`src/hw/reset_cause_map.vh`:
```
// Bit layout, reset values and codes of the reset cause and status register.
// Assumes a single 32-bit register word reached through the core and host ports.
`ifndef RESET_CAUSE_MAP_VH
`define RESET_CAUSE_MAP_VH

// ==========================================================
// Register width
`define REG_WIDTH            32

// ==========================================================
// Field positions
`define BIT_DEV_RESET_SEEN   0
`define BIT_PCI_RESET_SEEN   1
`define BIT_WARM_RESET_SEEN  2
`define BIT_IRQ_REQUEST      3
`define BIT_IRQ_REARM        4
`define BIT_CFG_LOAD_DONE    5
`define BIT_CFG_CHECKSUM_ERR 6

// ==========================================================
// Reset values
`define RST_DEV_RESET_SEEN   1'b1
`define RST_PCI_RESET_SEEN   1'b0
`define RST_WARM_RESET_SEEN  1'b0
`define RST_CFG_LOAD_DONE    1'b0
`define RST_CFG_CHECKSUM_ERR 1'b0
`define RST_IRQ_LINE         1'b0
`define RST_IRQ_ARMED        1'b1
`define RST_WORD             32'h0000_0000

// ==========================================================
// Power state codes that allow a warm reset
`define PM_STATE_D2          2'h2
`define PM_STATE_D3          2'h3

`endif

```
`src/hw/sync2_level.v`:
```
// Two flip-flop synchroniser for one level signal.
// Assumes the input is asynchronous to ref_clk_i; reset loads a constant idle value.
`timescale 1ns/1ps

module sync2_level #(
    parameter RESET_VALUE = 1'b1
) (
    // Clock and reset
    input  wire ref_clk_i,
    input  wire rst_i,
    // Level in and out
    input  wire async_i,
    output wire sync_o
);

    // ==========================================================
    // Synchroniser stages
    reg meta_reg;
    reg sync_reg;

    always @(posedge ref_clk_i) begin
        if (rst_i) begin
            meta_reg <= RESET_VALUE;
            sync_reg <= RESET_VALUE;
        end else begin
            meta_reg <= async_i;
            sync_reg <= meta_reg;
        end
    end

    assign sync_o = sync_reg;

endmodule

```
`src/hw/pci_reset_cause_status.v`:
```
// Reset cause and status register with host interrupt request and re-arm control.
// Assumes the core and host ports run on ref_clk_i, the PCI reset pin is asynchronous,
// and the loader, warm reset and mask inputs come from logic on ref_clk_i.
//
// Function
// RULE1 - Reading clears the three reset indicator bits
// RULE2 - Bits 31 to 7 read zero, ignore writes
// RULE3 - Bit 6 flags configuration checksum failure, read-only
// RULE4 - Checksum error cleared by PCI reset only
// RULE5 - Bit 5 flags configuration load done, read-only
// RULE6 - Writing 1 to bit 4 deasserts, re-arms interrupt
// RULE7 - No new host interrupt until re-arm write
// RULE8 - Writing 1 to bit 3 raises interrupt unless masked
// RULE9 - Device or warm reset resets interrupt logic
// RULE10 - Bit 2 set by warm command or D2/D3
// RULE11 - Warm indicator holds until read or device reset
// RULE12 - Bit 1 set by PCI reset, reads 1 meanwhile
// RULE13 - PCI indicator ignores writes, cleared by read or reset
// RULE14 - Register reachable by core and by host
// RULE15 - Bit 0 shows device reset since last read
// RULE16 - Set event wins over clearing read
`timescale 1ns/1ps
`include "reset_cause_map.vh"

module pci_reset_cause_status (
    // Clock and device reset
    input  wire                    ref_clk_i,
    input  wire                    rst_i,
    // Core access port
    input  wire                    core_sel_i,
    input  wire                    core_wr_i,
    input  wire [`REG_WIDTH-1:0]   core_wdata_i,
    output wire [`REG_WIDTH-1:0]   core_rdata_o,
    output wire                    core_rvalid_o,
    output wire                    core_wack_o,
    // Host access port
    input  wire                    host_sel_i,
    input  wire                    host_wr_i,
    input  wire [`REG_WIDTH-1:0]   host_wdata_i,
    output wire [`REG_WIDTH-1:0]   host_rdata_o,
    output wire                    host_rvalid_o,
    output wire                    host_wack_o,
    // Reset and power management events
    input  wire                    pci_rst_n_i,
    input  wire                    warm_reset_command_i,
    input  wire                    pm_warm_req_i,
    input  wire [1:0]              pm_cur_state_i,
    // Configuration loader
    input  wire                    config_load_done_i,
    input  wire                    config_checksum_error_i,
    // Host interrupt
    input  wire                    host_irq_mask_i,
    output wire                    host_interrupt_line_o,
    output wire                    host_interrupt_line_oe_o
);

    // ==========================================================
    // Port count and flattened access vectors
    localparam NPORTS = 2;

    wire [NPORTS-1:0]            sel_vec;
    wire [NPORTS-1:0]            wr_vec;
    wire [NPORTS*`REG_WIDTH-1:0] wdata_vec;
    wire [NPORTS-1:0]            rd_vec;
    wire [NPORTS-1:0]            wt_vec;
    wire [NPORTS-1:0]            req_vec;
    wire [NPORTS-1:0]            rearm_vec;
    wire [NPORTS*`REG_WIDTH-1:0] rdata_vec;
    wire [NPORTS-1:0]            rvalid_vec;
    wire [NPORTS-1:0]            wack_vec;

    // Port 0 is the core, port 1 is the host
    assign sel_vec   = {host_sel_i, core_sel_i}; //RULE14
    assign wr_vec    = {host_wr_i, core_wr_i};
    assign wdata_vec = {host_wdata_i, core_wdata_i};

    // ==========================================================
    // PCI reset pin synchroniser
    wire pci_rst_n_sync;
    wire pci_rst_active;

    sync2_level #(
        .RESET_VALUE (1'b1)
    ) u_pci_rst_sync (
        .ref_clk_i (ref_clk_i),
        .rst_i     (rst_i),
        .async_i   (pci_rst_n_i),
        .sync_o    (pci_rst_n_sync)
    );

    assign pci_rst_active = ~pci_rst_n_sync;

    // ==========================================================
    // State registers
    reg dev_reset_seen_reg;
    reg dev_reset_seen_next;
    reg pci_bus_reset_seen_reg;
    reg pci_bus_reset_seen_next;
    reg warm_reset_seen_reg;
    reg warm_reset_seen_next;
    reg config_load_done_reg;
    reg config_load_done_next;
    reg config_checksum_error_reg;
    reg config_checksum_error_next;
    reg irq_line_reg;
    reg irq_line_next;
    reg irq_armed_reg;
    reg irq_armed_next;
    reg [`REG_WIDTH-1:0] status_word;

    // ==========================================================
    // Per-port decode and read return
    genvar g;
    generate
        for (g = 0; g < NPORTS; g = g + 1) begin : port_g
            reg [`REG_WIDTH-1:0] rdata_reg;
            reg                  rvalid_reg;
            reg                  wack_reg;

            assign rd_vec[g]    = sel_vec[g] & ~wr_vec[g];
            assign wt_vec[g]    = sel_vec[g] & wr_vec[g];
            assign req_vec[g]   = wt_vec[g] & wdata_vec[g*`REG_WIDTH + `BIT_IRQ_REQUEST]; //RULE8
            assign rearm_vec[g] = wt_vec[g] & wdata_vec[g*`REG_WIDTH + `BIT_IRQ_REARM]; //RULE6

            always @(posedge ref_clk_i) begin
                if (rst_i) begin
                    rdata_reg  <= `RST_WORD;
                    rvalid_reg <= 1'b0;
                    wack_reg   <= 1'b0;
                end else begin
                    rvalid_reg <= rd_vec[g];
                    wack_reg   <= wt_vec[g];
                    if (rd_vec[g]) begin
                        rdata_reg <= status_word; //RULE14
                    end
                end
            end

            assign rdata_vec[g*`REG_WIDTH +: `REG_WIDTH] = rdata_reg;
            assign rvalid_vec[g]                         = rvalid_reg;
            assign wack_vec[g]                           = wack_reg;
        end
    endgenerate

    assign core_rdata_o  = rdata_vec[0 +: `REG_WIDTH];
    assign host_rdata_o  = rdata_vec[`REG_WIDTH +: `REG_WIDTH];
    assign core_rvalid_o = rvalid_vec[0];
    assign host_rvalid_o = rvalid_vec[1];
    assign core_wack_o   = wack_vec[0];
    assign host_wack_o   = wack_vec[1];

    // ==========================================================
    // Combined events
    wire any_read;
    wire any_req;
    wire any_rearm;
    wire pm_warm_ok;
    wire warm_event;

    assign any_read   = |rd_vec; //RULE1
    assign any_req    = |req_vec;
    assign any_rearm  = |rearm_vec;
    assign pm_warm_ok = (pm_cur_state_i == `PM_STATE_D2) | (pm_cur_state_i == `PM_STATE_D3);
    assign warm_event = warm_reset_command_i | (pm_warm_req_i & pm_warm_ok); //RULE10

    // ==========================================================
    // Read value
    always @* begin
        status_word                        = `RST_WORD; //RULE2
        status_word[`BIT_DEV_RESET_SEEN]   = dev_reset_seen_reg;
        status_word[`BIT_PCI_RESET_SEEN]   = pci_bus_reset_seen_reg | pci_rst_active; //RULE12
        status_word[`BIT_WARM_RESET_SEEN]  = warm_reset_seen_reg;
        status_word[`BIT_CFG_LOAD_DONE]    = config_load_done_reg;
        status_word[`BIT_CFG_CHECKSUM_ERR] = config_checksum_error_reg;
    end

    // ==========================================================
    // Reset indicator next values
    always @* begin
        dev_reset_seen_next = dev_reset_seen_reg;
        if (any_read) begin
            dev_reset_seen_next = 1'b0; //RULE15
        end
    end

    always @* begin
        pci_bus_reset_seen_next = pci_bus_reset_seen_reg;
        if (pci_rst_active) begin
            pci_bus_reset_seen_next = 1'b1; //RULE16
        end else if (any_read) begin
            pci_bus_reset_seen_next = 1'b0; //RULE13
        end
    end

    always @* begin
        warm_reset_seen_next = warm_reset_seen_reg; //RULE11
        if (warm_event) begin
            warm_reset_seen_next = 1'b1; //RULE16
        end else if (any_read) begin
            warm_reset_seen_next = 1'b0; //RULE11
        end
    end

    // ==========================================================
    // Configuration flags next values
    always @* begin
        config_load_done_next = config_load_done_reg;
        if (config_load_done_i) begin
            config_load_done_next = 1'b1; //RULE5
        end
    end

    always @* begin
        config_checksum_error_next = config_checksum_error_reg;
        if (pci_rst_active) begin
            config_checksum_error_next = `RST_CFG_CHECKSUM_ERR; //RULE4
        end else if (config_checksum_error_i) begin
            config_checksum_error_next = 1'b1; //RULE3
        end
    end

    // ==========================================================
    // Host interrupt control next values
    always @* begin
        irq_line_next  = irq_line_reg;
        irq_armed_next = irq_armed_reg;
        if (any_rearm) begin
            irq_line_next  = 1'b0; //RULE6
            irq_armed_next = 1'b1; //RULE6
        end else if (any_req && !host_irq_mask_i && irq_armed_reg) begin
            irq_line_next  = 1'b1; //RULE8
            irq_armed_next = 1'b0; //RULE7
        end
    end

    // ==========================================================
    // Device reset seen flag
    always @(posedge ref_clk_i) begin
        if (rst_i) begin
            dev_reset_seen_reg <= `RST_DEV_RESET_SEEN; //RULE15
        end else begin
            dev_reset_seen_reg <= dev_reset_seen_next;
        end
    end

    // ==========================================================
    // PCI reset seen flag
    always @(posedge ref_clk_i) begin
        if (rst_i) begin
            pci_bus_reset_seen_reg <= `RST_PCI_RESET_SEEN; //RULE13
        end else begin
            pci_bus_reset_seen_reg <= pci_bus_reset_seen_next;
        end
    end

    // ==========================================================
    // Warm reset seen flag
    always @(posedge ref_clk_i) begin
        if (rst_i) begin
            warm_reset_seen_reg <= `RST_WARM_RESET_SEEN; //RULE11
        end else begin
            warm_reset_seen_reg <= warm_reset_seen_next;
        end
    end

    // ==========================================================
    // Configuration load done flag
    always @(posedge ref_clk_i) begin
        if (rst_i) begin
            config_load_done_reg <= `RST_CFG_LOAD_DONE; //RULE5
        end else begin
            config_load_done_reg <= config_load_done_next;
        end
    end

    // Checksum error survives device reset
    always @(posedge ref_clk_i) begin
        config_checksum_error_reg <= config_checksum_error_next; //RULE4
    end

    // Interrupt line on device or warm reset
    always @(posedge ref_clk_i) begin
        if (rst_i || warm_event) begin
            irq_line_reg <= `RST_IRQ_LINE; //RULE9
        end else begin
            irq_line_reg <= irq_line_next;
        end
    end

    // Interrupt arm state on device or warm reset
    always @(posedge ref_clk_i) begin
        if (rst_i || warm_event) begin
            irq_armed_reg <= `RST_IRQ_ARMED; //RULE9
        end else begin
            irq_armed_reg <= irq_armed_next;
        end
    end

    // ==========================================================
    // Open-drain host interrupt pin, pulled low while asserted
    assign host_interrupt_line_o    = 1'b0;
    assign host_interrupt_line_oe_o = irq_line_reg;

endmodule

```
`config.mk`:
```
export PLATFORM = sky130hd
export DESIGN_NAME = pci_reset_cause_status
export DESIGN_NICKNAME = d
export VERILOG_FILES = /design/src/hw/sync2_level.v /design/src/hw/pci_reset_cause_status.v
export VERILOG_INCLUDE_DIRS = /design/src /design/src/hw
export SDC_FILE = /design/constraint.sdc
export NUM_CORES = 1
export LEC_CHECK = 0
export BUFFER_PORTS_ARGS = -buffer_cell sky130_fd_sc_hd__buf_2
export CORE_MARGIN = 2
export CORE_UTILIZATION = 23
export CTS_CLUSTER_SIZE = 25
export DETAILED_ROUTE_END_ITERATION = 10
export SYNTH_ARGS = -nofsm -noshare
export SYNTH_HDL_FRONTEND = slang
export SYNTH_SLANG_ARGS = --single-unit
```
`constraint.sdc`:
```
create_clock -name ref_clk_i -period 1.1 [get_ports ref_clk_i]
set_clock_uncertainty 0.2 [all_clocks]
set_input_delay 0.165 -clock ref_clk_i [delete_from_list [all_inputs] [get_ports ref_clk_i]]
set_output_delay 0.165 -clock ref_clk_i [all_outputs]
set_load 0.005 [all_outputs]
```
==> summary.md <==
| Metric | Value |
|---|---|
| Failing checks | hold timing |
| Most common cell after layout, fill and taps aside | conb_1 |
| Internal power | 0.00125 W |
| Pre-antenna DRT Iters | 4 |
| Core area | 5110 sq um |
| Full die area | 5870 sq um |
| RD Place Congestion | 0.720 |
| Post-synthesis cell type count | 22 |
| Fin util | 27.4% |
| Crit-path leading delay family | flip-flops |
| Pwr Density | 1180 nW/um^2 |
| Max frequency | 0.934 GHz |
| Critical Path RT | 0.73 ns |
| Sequential-to-total area share from yosys stat | 38.0% |
| Setup ws final | 0.0290 ns |
| Mean Syn Cell Area | 8.48 sq um |
| Hold Path Class | primary input to register |
| Sw Ratio | 24.3% |
| Post-synthesis register bit count | 23 |
| Nets | 265 |
| Hold buffer count at CTS | 6 |
| Layout area overhead | 15.6% |
| VDD IR max | 0.383 mV |
| Max Slew Vio Count | 0 |
| Fillers | 587 |
| LEAKAGE | 0.701 nW |
| Status | finished with violations |
| Largest net degree at the start of global routing | 13 |
| CTS sink cnt | 23 |
| Worst-path clk slew | 0.08 ns |
| # port buffers | 31 |
| Most frequent cells in the layout | conb_1, buf_2, nand2_1 |
| Num rows | 26 |
| I/O pin total | 148 |
| Hold slack | -0.109 ns |
| H-Tree Depth | 1 |
| Fin. Hold Viols | 2 |
| DR vias | 852 |
| Placed cell count | 244 |
| Crit path time final | 1.07 ns |
| Gr usage total | 7.21% |
| Via/cell ratio | 3.33 |
| Number of DRC markers in iteration 0 | 26 |
| Routed WL | 2120 um |
| Mapped cell area | 1210 sq um |
| Bufs on Longest Clock Path | 2 |
| Post-Synthesis Cells | 143 |
| Layout cells sized above 1 | 29.6% |
| Worst setup EP type | output pin |
| Switch Pwr | 0.000400 W |
| # DRC | 0 |
| Critical setup path kind | register to output pin |
| WL/cell | 8.30 um |
| Crit Path Max Fanout | 2 |
| Worst skew pair latency | 0.26 ns |
| Final setup violation count | 0 |
| Fin cells | 256 |
| Root Buffer | clkbuf_8 |
| Detail Placement HPWL | 1670 um |
| TritonCTS buffer count | 3 |
| CP startpoint kind | register |
| Place WS | -0.0598 ns |
| Final period util | 97.4% |
| ANT cells | 0 |
| CTS tree | built |
| Global-route wire length before repair | 3460 um |
| Vias in the first global route | 793 |
| Remaining antenna violation count | 0 |
| Die height | 76.6 um |
| Max cap viols | 0 |
| R2R Setup Slk | 0.08 ns |
| Combinational power share | 14.9% |
| Horiz. Die Dim | 76.6 um |
| Crit path buffers/inverters | 1 |
| Initial antenna violation count | 0 |
| Starting Density | 23.7% |
| GRT overflow | 0 |
| Seq pwr share | 54.5% |
| RSZ-0062 raised after global routing | false |
| Clk network pwr share | 30.6% |
| Slowest stage cell, crit path | dfxtp_2 |
| Crit-path max cell delay | 0.33 ns |
| Yosys warning total | 0 |
| Critical-path cell list | buf_2 |
| Critical Path AT | 0.71 ns |
==> final cells by class <==
type,instances,area [sq um],share of cell area (%)
repair buffers,44,280,20.0
inverters,1,3.75,0.268
clock buffers,4,45.0,3.21
multi-input cells,114,514,36.7
well taps,70,87.6,6.25
flip-flops and latches,23,470,33.6
==> worst paths after layout <==
kind,from,end,cells after the start
min,pci_rst_n_i,u_pci_rst_sync.meta_reg$_SDFF_PP1_,2
max reg2reg,u_pci_rst_sync.sync_o$_SDFF_PP1_,host_rdata_o[1]$_SDFFE_PP0P_,2
max,core_rdata_o[5]$_SDFFE_PP0P_,core_rdata_o[5],1
min reg2reg,u_pci_rst_sync.meta_reg$_SDFF_PP1_,u_pci_rst_sync.sync_o$_SDFF_PP1_,1
==> repair_timing <==
item | 4_1_cts | 5_1_grt
gates cloned | 0 | 0
endpoints found under the setup margin | 2 | 8
gates resized for setup | 2 | 6
setup buffers | 0 | 2
hold endpoints to repair | 6 | 1
==> metal layers <==
| layer | track usage, % | wire, um | vias up |
|---|---|---|---|
| met3 | 2.37 | 229 | 0 |
| li1 | - | - | 431 |
| met1 | 7.94 | 817 | 377 |
| met4 | 3.82 | 0 | 0 |
| met5 | 0 | 0 | - |
| met2 | 12.3 | 1080 | 44 |
==> logic make-up after synthesis <==
logic type / count (synthesis) / synth area share [%]
buffers and inverters: 60 / 36.3
AND/OR/NAND/NOR: 40 / 16.3
flip-flops: 23 / 38.0
AO/OA/AOI/OAI: 19 / 9.08
other: 1 / 0.309
==> stage by stage <==
step	instance area [sq um]	power (W)	hold WS, ns	setup TNS (ns)
2_1_floorplan	1420	0.00118	0.0688	0
3_3_place_gp	1270	0.00113	0.160	-0.0882
3_5_place_dp	1270	0.00114	0.161	-0.221
4_1_cts	1380	0.00166	-0.109	0
5_1_grt	1400	0.00174	-0.109	0
6_report	1400	0.00165	-0.109	0
==> Yosys cell counts (all sizes together) <==
cell    number  area share, %
buf         58             36
dfxtp       23             38
nand2       18            5.6
a21oi       12            5.0
nor2         9            3.2
nand3        4            1.7
a211oi       2            1.2
and2b        2            1.7
and4b        2            1.7
nand2b       2            1.0
or2          2            1.0
a21o         1           0.62
a31o         1           0.72
a31oi        1           0.52
clkbuf       1           0.31
conb         1           0.31
inv          1           0.31
nor2b        1           0.52
o21a         1           0.62
o21ai        1           0.41
==> power groups by stage <==
| stage | registers, W | logic [W] | clock network, W |
|---|---|---|---|
| 5_1_grt | 0.000905 | 0.000282 | 0.000556 |
| 4_1_cts | 0.000898 | 0.000237 | 0.000523 |
| 6_report | 0.000898 | 0.000245 | 0.000504 |
| 3_3_place_gp | 0.000916 | 0.000217 | 0 |
| 2_1_floorplan | 0.000918 | 0.000267 | 0 |
| 3_5_place_dp | 0.000917 | 0.000221 | 0 |
Power figures use the tool's default switching activity.
